$ cat src/rbw_pkg.sv
// reset, boot and wake sequencer: shared constants and types
// assumes a 32-bit avalon-mm slave with byte addresses and a single clock
package rbw_pkg;

    //------------------------------------------------------------
    // register map (byte offsets)
    //------------------------------------------------------------
    localparam logic [5:0] OFF_CTRL     = 6'h00;
    localparam logic [5:0] OFF_QUAL     = 6'h04;
    localparam logic [5:0] OFF_XCFG     = 6'h08;
    localparam logic [5:0] OFF_PLL      = 6'h0c;
    localparam logic [5:0] OFF_STAT     = 6'h10;
    localparam logic [5:0] OFF_IRQ_STAT = 6'h14;
    localparam logic [5:0] OFF_IRQ_MASK = 6'h18;

    //------------------------------------------------------------
    // field positions and widths
    //------------------------------------------------------------
    localparam int CTRL_IDLE_BIT    = 0;
    localparam int CTRL_QUAL_BIT    = 1;
    localparam int CTRL_FSLEEP_BIT  = 2;
    localparam int XCFG_TIM_BIT     = 0;
    localparam int XCFG_EXT_IFACE_CLOCK_OUT_DIV_BIT = 1;
    localparam int QUAL_W           = 8;
    localparam int PLL_MULT_W       = 4;
    localparam int BOOT_W           = 4;
    localparam int STAT_MODE_LSB    = 0;
    localparam int STAT_IDLE_BIT    = 2;
    localparam int STAT_LOCK_BIT    = 3;
    localparam int STAT_BUSV_BIT    = 4;
    localparam int STAT_BOOTD_BIT   = 5;
    localparam int STAT_BOOTM_LSB   = 8;
    localparam int EV_BOOT          = 0;
    localparam int EV_LOCK          = 1;
    localparam int EV_WAKE          = 2;
    localparam int EV_HOLD          = 3;
    localparam int EV_W             = 4;
    localparam int TW               = 18;

    //------------------------------------------------------------
    // reset values
    //------------------------------------------------------------
    localparam logic [1:0]  XCFG_RST     = 2'h3;
    localparam logic [31:0] RDATA_UNMAP  = 32'h0000_0000;

    //------------------------------------------------------------
    // timing counts in clock cycles
    //------------------------------------------------------------
    localparam logic [TW-1:0] WD_RST_CYC    = 18'h00200;
    localparam logic [TW-1:0] BUS_DLY_CYC   = 18'h00020;
    localparam logic [TW-1:0] BOOT_SYS_CYC  = 18'h004ec;
    localparam logic [TW-1:0] BOOT_HOLD_CYC = 18'h009d8;
    localparam logic [TW-1:0] RESUME_FAST   = 18'h00008;
    localparam logic [TW-1:0] RESUME_SLEEP  = 18'h0041a;
    localparam int            IQT_MULT      = 5;
    localparam int            IQT_SCALE     = 2;

    typedef enum logic [1:0] {
        RBW_PLL_DIS = 2'b00,
        RBW_PLL_BYP = 2'b01,
        RBW_PLL_ENA = 2'b10
    } rbw_pll_mode_t;

    typedef enum logic [1:0] {
        RBW_WK_RUN    = 2'b00,
        RBW_WK_IDLE   = 2'b01,
        RBW_WK_RESUME = 2'b10
    } rbw_wake_st_t;

    // qualification window in system-clock cycles
    function automatic logic [TW-1:0] rbw_iqt(input logic [QUAL_W-1:0] qp);
        rbw_iqt = TW'(IQT_MULT * int'(qp) * IQT_SCALE);
    endfunction

endpackage

$ cat src/rbw_tmr_if.sv
// interval timer hookup between the sequencer and its timers
// assumes both ends share clk_sys
`timescale 1ns/10ps
interface rbw_tmr_if;
    logic          start;
    logic          tick;
    logic          clear;
    logic [17:0]   len;
    logic          busy;
    logic          done;

    modport ctl (output start, output tick, output clear, output len, input busy, input done);
    modport tmr (input start, input tick, input clear, input len, output busy, output done);
endinterface

$ cat src/rbw_timer.sv
// one-shot interval timer: busy for len ticks, then one-cycle done
// assumes start and tick come from logic on clk_sys
`timescale 1ns/10ps
module rbw_timer
    import rbw_pkg::*;
(
    input wire logic clk_sys,
    input wire logic rst,
    rbw_tmr_if.tmr   t
);
    logic [TW-1:0] cnt_r;

    always_ff @(posedge clk_sys) begin
        if (rst || t.clear) begin
            cnt_r  <= '0;
            t.busy <= 1'b0;
            t.done <= 1'b0;
        end else if (t.start) begin
            cnt_r  <= t.len;
            t.busy <= (t.len != '0);
            t.done <= 1'b0;
        end else if (t.busy && t.tick) begin
            t.done <= (cnt_r == TW'(1));
            t.busy <= (cnt_r != TW'(1));
            cnt_r  <= cnt_r - TW'(1);
        end else begin
            t.done <= 1'b0;
        end
    end
endmodule

$ cat src/rbw_seq_top.sv
// reset, boot-sampling, clock-output and idle-wake sequencer
// assumes clk_sys is the input clock, pins are asynchronous, avalon master on clk_sys
//
// The address map and the Avalon-MM slave port were left to the implementer.
`timescale 1ns/10ps
module rbw_seq_top
    import rbw_pkg::*;
#(
    parameter logic [17:0] PLL_LOCK_CYC = 18'h20000
)
(
    input  wire logic        clk_sys,
    input  wire logic        rst,
    input  wire logic [5:0]  avs_address,
    input  wire logic        avs_read,
    input  wire logic        avs_write,
    input  wire logic [31:0] avs_writedata,
    output logic      [31:0] avs_readdata,
    output logic             avs_waitrequest,
    output logic             irq,
    input  wire logic        reset_pin_n_i,
    output logic             reset_pin_n_o,
    output logic             reset_pin_n_oe,
    input  wire logic        pll_disable_strap,
    input  wire logic [3:0]  boot_mode_pins,
    input  wire logic        nonmaskable_wake_input,
    input  wire logic        wake_irq,
    input  wire logic        watchdog_interrupt,
    input  wire logic        wd_reset_req,
    output logic             bus_valid,
    output logic             boot_done,
    output logic [3:0]       boot_mode_sel,
    output logic             clock_output_pin,
    output logic             idle_active,
    output logic             resume_pulse
);
    //------------------------------------------------------------
    // pin synchronisers
    //------------------------------------------------------------
    logic              rpin_s1_r, rpin_s2_r, strap_s1_r, strap_s2_r, nmi_s1_r, nmi_s2_r;
    logic [BOOT_W-1:0] boot_s1_r, boot_s2_r;

    always_ff @(posedge clk_sys) begin
        if (rst) begin
            rpin_s1_r  <= 1'b0;
            rpin_s2_r  <= 1'b0;
            strap_s1_r <= 1'b1;
            strap_s2_r <= 1'b1;
            nmi_s1_r   <= 1'b0;
            nmi_s2_r   <= 1'b0;
            boot_s1_r  <= '0;
            boot_s2_r  <= '0;
        end else begin
            rpin_s1_r  <= reset_pin_n_i;
            rpin_s2_r  <= rpin_s1_r;
            strap_s1_r <= pll_disable_strap;
            strap_s2_r <= strap_s1_r;
            nmi_s1_r   <= nonmaskable_wake_input;
            nmi_s2_r   <= nmi_s1_r;
            boot_s1_r  <= boot_mode_pins;
            boot_s2_r  <= boot_s1_r;
        end
    end

    //------------------------------------------------------------
    // device reset and release
    //------------------------------------------------------------
    logic core_rst, core_q_r, rel;
    assign core_rst = rst | ~rpin_s2_r;
    assign rel      = core_q_r & ~core_rst;

    always_ff @(posedge clk_sys) begin
        if (rst) begin
            core_q_r <= 1'b1;
        end else begin
            core_q_r <= core_rst;
        end
    end

    //------------------------------------------------------------
    // timers
    //------------------------------------------------------------
    rbw_tmr_if tw_wd ();
    rbw_tmr_if tw_bus ();
    rbw_tmr_if tw_boot ();
    rbw_tmr_if tw_hold ();
    rbw_tmr_if tw_pll ();
    rbw_tmr_if tw_res ();

    rbw_timer u_wd   (.clk_sys(clk_sys), .rst(rst), .t(tw_wd.tmr));
    rbw_timer u_bus  (.clk_sys(clk_sys), .rst(rst), .t(tw_bus.tmr));
    rbw_timer u_boot (.clk_sys(clk_sys), .rst(rst), .t(tw_boot.tmr));
    rbw_timer u_hold (.clk_sys(clk_sys), .rst(rst), .t(tw_hold.tmr));
    rbw_timer u_pll  (.clk_sys(clk_sys), .rst(rst), .t(tw_pll.tmr));
    rbw_timer u_res  (.clk_sys(clk_sys), .rst(rst), .t(tw_res.tmr));

    //------------------------------------------------------------
    // register bus
    //------------------------------------------------------------
    logic                  wait_r, wr_acc, rd_take;
    logic                  qual_en_r, fsleep_r, irq_r;
    logic [QUAL_W-1:0]     qual_prd_r;
    logic [1:0]            xcfg_r;
    logic [PLL_MULT_W-1:0] pll_mult_r, pll_act_r;
    logic [EV_W-1:0]       irq_stat_r, irq_mask_r, ev;
    logic [31:0]           rdata_r, rdata_nxt, stat_w;
    logic                  idle_req, pll_start;
    rbw_pll_mode_t         mode_r;
    rbw_wake_st_t          state_r;
    logic                  boot_done_r, bus_valid_r;
    logic [BOOT_W-1:0]     boot_mode_r;

    assign wr_acc    = avs_write & ~wait_r;
    assign rd_take   = avs_read & wait_r;
    assign idle_req  = wr_acc && avs_address == OFF_CTRL && avs_writedata[CTRL_IDLE_BIT];
    assign pll_start = wr_acc && avs_address == OFF_PLL;

    // one wait cycle per access, then one ready cycle
    always_ff @(posedge clk_sys) begin
        if (rst) begin
            wait_r  <= 1'b1;
            rdata_r <= '0;
        end else begin
            wait_r  <= ~((avs_read | avs_write) & wait_r);
            if (rd_take) begin
                rdata_r <= rdata_nxt;
            end
        end
    end

    always_ff @(posedge clk_sys) begin
        if (core_rst) begin
            qual_en_r  <= 1'b0;
            fsleep_r   <= 1'b0;
            qual_prd_r <= '0;
            xcfg_r     <= XCFG_RST;
            pll_mult_r <= '0;
            irq_mask_r <= '0;
        end else if (wr_acc) begin
            case (avs_address)
                OFF_CTRL: begin
                    qual_en_r <= avs_writedata[CTRL_QUAL_BIT];
                    fsleep_r  <= avs_writedata[CTRL_FSLEEP_BIT];
                end
                OFF_QUAL:     qual_prd_r <= avs_writedata[QUAL_W-1:0];
                OFF_XCFG:     xcfg_r     <= avs_writedata[1:0];
                OFF_PLL:      pll_mult_r <= avs_writedata[PLL_MULT_W-1:0];
                OFF_IRQ_MASK: irq_mask_r <= avs_writedata[EV_W-1:0];
                default: begin
                end
            endcase
        end
    end

    // status clears by writing one; a new event in the same cycle wins
    always_ff @(posedge clk_sys) begin
        if (core_rst) begin
            irq_stat_r <= '0;
            irq_r      <= 1'b0;
        end else begin
            irq_stat_r <= (irq_stat_r & ~((wr_acc && avs_address == OFF_IRQ_STAT) ?
                          avs_writedata[EV_W-1:0] : '0)) | ev;
            irq_r      <= |(irq_stat_r & irq_mask_r);
        end
    end

    always_comb begin
        stat_w = '0;
        stat_w[STAT_MODE_LSB +: 2]      = mode_r;
        stat_w[STAT_IDLE_BIT]           = (state_r != RBW_WK_RUN);
        stat_w[STAT_LOCK_BIT]           = tw_pll.busy;
        stat_w[STAT_BUSV_BIT]           = bus_valid_r;
        stat_w[STAT_BOOTD_BIT]          = boot_done_r;
        stat_w[STAT_BOOTM_LSB +: BOOT_W] = boot_mode_r;
        case (avs_address)
            OFF_CTRL:     rdata_nxt = {29'h0, fsleep_r, qual_en_r, 1'b0};
            OFF_QUAL:     rdata_nxt = {24'h0, qual_prd_r};
            OFF_XCFG:     rdata_nxt = {30'h0, xcfg_r};
            OFF_PLL:      rdata_nxt = {28'h0, pll_act_r};
            OFF_STAT:     rdata_nxt = stat_w;
            OFF_IRQ_STAT: rdata_nxt = {28'h0, irq_stat_r};
            OFF_IRQ_MASK: rdata_nxt = {28'h0, irq_mask_r};
            default:      rdata_nxt = RDATA_UNMAP;
        endcase
    end

    //------------------------------------------------------------
    // watchdog reset pulse and external bus delay
    //------------------------------------------------------------
    assign tw_wd.start  = wd_reset_req & ~tw_wd.busy;
    assign tw_wd.tick   = 1'b1;
    assign tw_wd.clear  = 1'b0;
    assign tw_wd.len    = WD_RST_CYC;

    assign tw_bus.start = rel;
    assign tw_bus.tick  = 1'b1;
    assign tw_bus.clear = core_rst;
    assign tw_bus.len   = BUS_DLY_CYC;

    always_ff @(posedge clk_sys) begin
        if (core_rst) begin
            bus_valid_r <= 1'b0;
        end else if (tw_bus.done) begin
            bus_valid_r <= 1'b1;
        end
    end

    //------------------------------------------------------------
    // clock mode and system-clock tick
    //------------------------------------------------------------
    logic strap_r, phase_r, sys_tick;

    always_ff @(posedge clk_sys) begin
        if (rst) begin
            strap_r <= 1'b1;
        end else if (rel) begin
            strap_r <= strap_s2_r;
        end
    end

    assign tw_pll.start = pll_start & ~core_rst;
    assign tw_pll.tick  = 1'b1;
    assign tw_pll.clear = core_rst;
    assign tw_pll.len   = PLL_LOCK_CYC;

    always_ff @(posedge clk_sys) begin
        if (core_rst) begin
            pll_act_r <= '0;
            mode_r    <= RBW_PLL_BYP;
            phase_r   <= 1'b0;
        end else begin
            if (tw_pll.done) begin
                pll_act_r <= pll_mult_r;
            end
            mode_r  <= !strap_r ? RBW_PLL_DIS : (pll_act_r == '0 ? RBW_PLL_BYP : RBW_PLL_ENA);
            phase_r <= ~phase_r;
        end
    end

    // bypass halves the input; disabled and enabled step every cycle
    assign sys_tick = (mode_r == RBW_PLL_BYP) ? phase_r : 1'b1;

    //------------------------------------------------------------
    // clock output divider
    //------------------------------------------------------------
    logic [1:0] hp_cnt_r, hp_len;
    logic       clk_out_r;

    assign hp_len = (xcfg_r == 2'h3) ? 2'h2 : 2'h1;

    always_ff @(posedge clk_sys) begin
        if (core_rst) begin
            hp_cnt_r  <= '0;
            clk_out_r <= 1'b0;
        end else if (sys_tick) begin
            if (hp_cnt_r + 2'h1 >= hp_len) begin
                hp_cnt_r  <= '0;
                clk_out_r <= ~clk_out_r;
            end else begin
                hp_cnt_r  <= hp_cnt_r + 2'h1;
            end
        end
    end

    //------------------------------------------------------------
    // boot sampling
    //------------------------------------------------------------
    logic [BOOT_W-1:0] boot_ref_r;

    assign tw_boot.start = rel;
    assign tw_boot.tick  = sys_tick;
    assign tw_boot.clear = core_rst;
    assign tw_boot.len   = BOOT_SYS_CYC;
    assign tw_hold.start = rel;
    assign tw_hold.tick  = 1'b1;
    assign tw_hold.clear = core_rst;
    assign tw_hold.len   = BOOT_HOLD_CYC;

    always_ff @(posedge clk_sys) begin
        if (core_rst) begin
            boot_done_r <= 1'b0;
            boot_mode_r <= '0;
            boot_ref_r  <= '0;
        end else begin
            if (rel) begin
                boot_ref_r <= boot_s2_r;
            end
            if (tw_boot.done) begin
                boot_done_r <= 1'b1;
                boot_mode_r <= boot_s2_r;
            end
        end
    end

    //------------------------------------------------------------
    // idle and wake
    //------------------------------------------------------------
    logic          raw_wake, qual_ok, resume_r, idle_r;
    logic [TW-1:0] qcnt_r;
    rbw_wake_st_t  state_nxt;

    assign raw_wake = wake_irq | watchdog_interrupt | nmi_s2_r;
    assign qual_ok  = raw_wake & (~qual_en_r |
                      (sys_tick && qcnt_r + TW'(1) >= rbw_iqt(qual_prd_r)));
    assign tw_res.start = (state_r == RBW_WK_IDLE) & qual_ok;
    assign tw_res.tick  = sys_tick;
    assign tw_res.clear = core_rst;
    assign tw_res.len   = fsleep_r ? RESUME_SLEEP : RESUME_FAST;

    always_comb begin
        state_nxt = state_r;
        case (state_r)
            RBW_WK_RUN:    if (idle_req) state_nxt = RBW_WK_IDLE;
            RBW_WK_IDLE:   if (qual_ok) state_nxt = RBW_WK_RESUME;
            RBW_WK_RESUME: if (tw_res.done) state_nxt = RBW_WK_RUN;
            default:       state_nxt = RBW_WK_RUN;
        endcase
    end

    always_ff @(posedge clk_sys) begin
        if (core_rst) begin
            state_r  <= RBW_WK_RUN;
            qcnt_r   <= '0;
            resume_r <= 1'b0;
            idle_r   <= 1'b0;
        end else begin
            state_r  <= state_nxt;
            idle_r   <= (state_nxt != RBW_WK_RUN);
            resume_r <= tw_res.done;
            if (state_r != RBW_WK_IDLE || !raw_wake) begin
                qcnt_r <= '0;
            end else if (sys_tick) begin
                qcnt_r <= qcnt_r + TW'(1);
            end
        end
    end

    always_comb begin
        ev          = '0;
        ev[EV_BOOT] = tw_boot.done;
        ev[EV_LOCK] = tw_pll.done;
        ev[EV_WAKE] = tw_res.done;
        ev[EV_HOLD] = tw_hold.busy && boot_s2_r != boot_ref_r;
    end

    //------------------------------------------------------------
    // outputs
    //------------------------------------------------------------
    assign avs_readdata     = rdata_r;
    assign avs_waitrequest  = wait_r;
    assign irq              = irq_r;
    assign reset_pin_n_o    = 1'b0;
    assign reset_pin_n_oe   = tw_wd.busy;
    assign bus_valid        = bus_valid_r;
    assign boot_done        = boot_done_r;
    assign boot_mode_sel    = boot_mode_r;
    assign clock_output_pin = clk_out_r;
    assign idle_active      = idle_r;
    assign resume_pulse     = resume_r;

    logic [TW-1:0] oe_len_r, pll_len_r, res_len_r;
    always_ff @(posedge clk_sys) begin
        if (rst) begin
            oe_len_r  <= '0;
            pll_len_r <= '0;
            res_len_r <= '0;
        end else begin
            oe_len_r  <= tw_wd.busy ? oe_len_r + TW'(1) : '0;
            pll_len_r <= tw_pll.start ? '0 : pll_len_r + TW'(1);
            res_len_r <= tw_res.start ? '0 : res_len_r + TW'(sys_tick);
        end
    end
endmodule

$ cat config.mk
export PLATFORM = sky130hd
export DESIGN_NAME = rbw_seq_top
export DESIGN_NICKNAME = d
export VERILOG_FILES = /design/src/rbw_pkg.sv /design/src/rbw_tmr_if.sv /design/src/rbw_timer.sv /design/src/rbw_seq_top.sv
export SDC_FILE = /design/constraint.sdc
export NUM_CORES = 1
export LEC_CHECK = 0
export BUFFER_PORTS_ARGS = -buffer_cell sky130_fd_sc_hd__clkbuf_2
export CORE_MARGIN = 8
export CORE_UTILIZATION = 40
export CTS_BUF_LIST = sky130_fd_sc_hd__clkbuf_4 sky130_fd_sc_hd__clkbuf_8
export DETAILED_ROUTE_END_ITERATION = 16
export GPL_TIMING_DRIVEN = 0
export PLACE_DENSITY_LB_ADDON = 0.2
export SLEW_MARGIN = 5
export SYNTH_ARGS = -nofsm -noshare
export SYNTH_HDL_FRONTEND = slang
export SYNTH_SLANG_ARGS = --single-unit
export TNS_END_PERCENT = 50
$ cat constraint.sdc
create_clock -name clk_sys -period 4.1 [get_ports clk_sys]
set_clock_uncertainty 0.2 [all_clocks]
set_input_delay 0.82 -clock clk_sys [delete_from_list [all_inputs] [get_ports clk_sys]]
set_output_delay 0.82 -clock clk_sys [all_outputs]
set_load 0.05 [all_outputs]
==> flow_summary.json <==
{
  "clock_power_share_pct": 45.7,
  "path_class": "flip-flop to flip-flop",
  "setup_ws_ns": 0.228,
  "synth.most_common_cell": "dfxtp_1",
  "die_width_um": 172,
  "cts_sinks": 214,
  "arrival_ns": 4.14,
  "root_buffer": "clkbuf_8",
  "synthCells": 1133,
  "setup_tns_ns": 0,
  "final_cells": 1596,
  "seq_power_share_pct": 48.0,
  "die-area_um2": 29700,
  "cts_buffers": 40,
  "ctsHoldBuffers": 0,
  "tightestPinTransition_ns": 0.976,
  "grt_use_total_pct": 15.3,
  "slew_violations": 0,
  "synthArstFlopShare_pct": 0,
  "slew_headroom_pct": 34.4,
  "rows": 57,
  "synthToLayoutAreaGrowth_pct": 15.8,
  "synth-seq-cells": 214,
  "synth_top_flop_cell": "dfxtp_1",
  "dp_hpwl_um": 16100,
  "htree_levels": 2,
  "path_buf_inv": 1,
  "p_switching_mw": 1.08,
  "p_leak_nw": 4.31,
  "finalCritPeriodShare_pct": 94.4,
  "crit_chain": "ha_1 > ha_1 > a21o_1 > a21oi_2 > o21bai_1 > a21oi_2 > xor2_1 > ha_1 > a21oi_1 > o21ai_0 > a21o_1 > a221o_1 > o31ai_4 > nand2_4 > buf_6 > nor2_1",
  "end_kind": "flip-flop",
  "min_from": "strap_s1_r",
  "hold_ws_ns": 0.215,
  "syn_area_per_cell_um2": 8.64,
  "drtIter0Drc": 388,
  "grt_pass1_vias": 7366,
  "syn_area_um2": 9790,
  "rsz0062_at_grt": "no",
  "diodes": 0,
  "clock_latency_ns": 0.53,
  "power_mw": 4.46,
  "die_y_um": 172,
  "detail-route-antenna-nets": 0,
  "power_density_nw_per_um2": 394,
  "cpLargestDelayFamily": "compound AO/OA/AOI/OAI gates",
  "cpPeakStageDelay_ns": 0.41,
  "synth_cell_types": 65,
  "crit_start": "qual_prd_r[4]",
  "cpMostUsedCell": "ha_1",
  "floorplan.initialDensity_pct": 40.5,
  "grt_overflow": 0,
  "synth_warnings": 0,
  "gp_congestion": 0.830,
  "cp.required_ns": 4.36,
  "route.vias.total": 7778,
  "p_sw_share_pct": 24.2,
  "outcome": "complete, no violations",
  "clk_pin_slew_worst_paths_ns": 0.06,
  "layout.nets": 1338,
  "reg2reg_from": "qual_prd_r[4]",
  "grt_pass1_wl_um": 37000,
  "post-place-cells": 1528,
  "io_buffers": 51,
  "synth_top_area_share_pct": 43.8,
  "dr.pass1.iters": 5,
  "wl_per_cell_um": 14.0,
  "drc_errors": 0,
  "placed_area_um2": 10500,
  "core_area_um2": 24200,
  "synth_edf_count": 0,
  "min_period_ns": 3.87,
  "crit_slowest_cell": "a221o_1",
  "fmax_mhz": 258,
  "grt_max_degree": 11,
  "cts_max_path_buffers": 3,
  "setup_viol": 0,
  "dp_slack_ns": -0.00371,
  "ir_drop_mv": 0.295,
  "ys_seq_area_share_pct": 43.8,
  "final_area_um2": 11300,
  "p_comb_share_pct": 6.3,
  "finish.utilization_pct": 46.9,
  "synthTopCellsByCount": "214 x dfxtp_1, 166 x nor2_1, 103 x nand2_1, 80 x a21oi_1, 64 x xnor2_1",
  "max_cap_violations": 0,
  "drt-total-wl_um": 22300,
  "viasPerCell": 4.87,
  "cp_max_fo": 10,
  "hold_viol": 0,
  "antenna_found_initial": 0,
  "drive_gt1_share_pct": 13.8,
  "yosys.area.top_type": "dfxtp_1",
  "synth_area_leaders": "dfxtp_1 44%, nor2_1 6.4%, xnor2_1 5.7%, ha_1 4.9%, xor2_1 4.5%",
  "worstSetupStartpointType": "flip-flop",
  "p_int_mw": 3.38,
  "cts_tree": "yes",
  "pin_count": 97,
  "worstHoldPathType": "flip-flop to flip-flop"
}
## placed cells by master (no fill, tap or decap), types with 4 or more instances in the layout
cell type	Yosys	routed
xor2_1	50	50
a21oi_1	80	78
nor3b_1	5	5
or2_2	10	10
conb_1	1	21
nor2b_1	18	18
xnor2_1	64	64
inv_1	33	33
and2_1	4	4
clkbuf_4	0	15
ha_1	38	38
o41ai_1	4	4
clkbuf_8	0	47
clkbuf_2	2	53
buf_4	21	22
buf_1	6	6
nand4_1	8	8
or3_1	20	20
nand2_1	103	103
nor4_1	31	31
clkinv_2	0	4
or4_1	5	5
nor3_1	37	37
a21o_1	4	4
o21ai_0	30	30
mux2i_1	21	21
dfxtp_1	214	212
clkbuf_1	32	32
nor2_1	166	166
a31oi_1	5	5
nand3_1	42	42
nand2b_1	10	10
a211oi_1	10	10
nand4b_1	6	6
a22oi_1	4	4
## routing by layer
layer	vias to the layer above	part of all wire [%]	global-route usage, %
met3	41	4.1	3.08
met4	0	2.1	5.06
met5	-	0	0
li1	4057	-	-
met1	3551	49	20.5
met2	129	45	24.3
## final timing paths
kind	end	slack, ns	cells past startpoint
max	u_res.cnt_r[6]	0.23	16
min	strap_s2_r	0.21	1
max reg2reg	u_res.cnt_r[6]	0.23	16
min reg2reg	strap_s2_r	0.21	1
## power groups by stage
stage	combinational [mW]	sequential, mW	clock (mW)
after global placement	0.283	2.18	0
final	0.283	2.14	2.04
after detailed placement	0.284	2.18	0
after global routing	0.312	2.14	2.21
after CTS	0.285	2.14	2.10
after floorplan	0.196	2.20	0
## state kept, by name, summed over array words and instances (netlist names), 8 cells and up
name          flops
avs_readdata     12
u_boot.cnt_r     18
u_pll.cnt_r      18
u_wd.cnt_r       18
qual_prd_r        8
qcnt_r           18
u_bus.cnt_r      18
u_hold.cnt_r     18
u_res.cnt_r      18
## repair_timing
| action | in CTS | in global routing |
|---|---|---|
| endpoints found under the setup margin | 2 | 18 |
| pin swaps | 1 | 1 |
| buffers inserted | 1 | 0 |
| gates resized for setup | 0 | 4 |
## logic make-up after synthesis
logic type / Yosys count / synth area share, %
compound gates: 158 / 9.65
xor+xnor: 114 / 10.2
fa+ha+maj: 39 / 5.06
buf+inv: 99 / 4.74
flops: 214 / 43.8
mux: 23 / 2.38
other cells: 1 / 0.0383
simple gates: 485 / 24.2
## area by class of cell
cell class	instances	area, um2
multi-input cells	840	5120
flip-flops and latches	214	4290
plain buffers	65	337
well taps	324	405
fillers	2399	12800
inverters	34	128
repair buffers	52	263
clock buffers	62	759
clock inverters	5	36.3
## worst reg2reg max path, stage by stage, from the launching register on
cell and delay (ns):
dfxtp_2 0.40, ha_1 0.27, ha_1 0.30, a21o_1 0.19, a21oi_2 0.16, o21bai_1 0.09
a21oi_2 0.17, xor2_1 0.18, ha_1 0.26, a21oi_1 0.14, o21ai_0 0.09, a21o_1 0.18
a221o_1 0.41, o31ai_4 0.39, nand2_4 0.12, buf_6 0.16, nor2_1 0.10
Note: power is estimated with default switching activity, not from simulation.
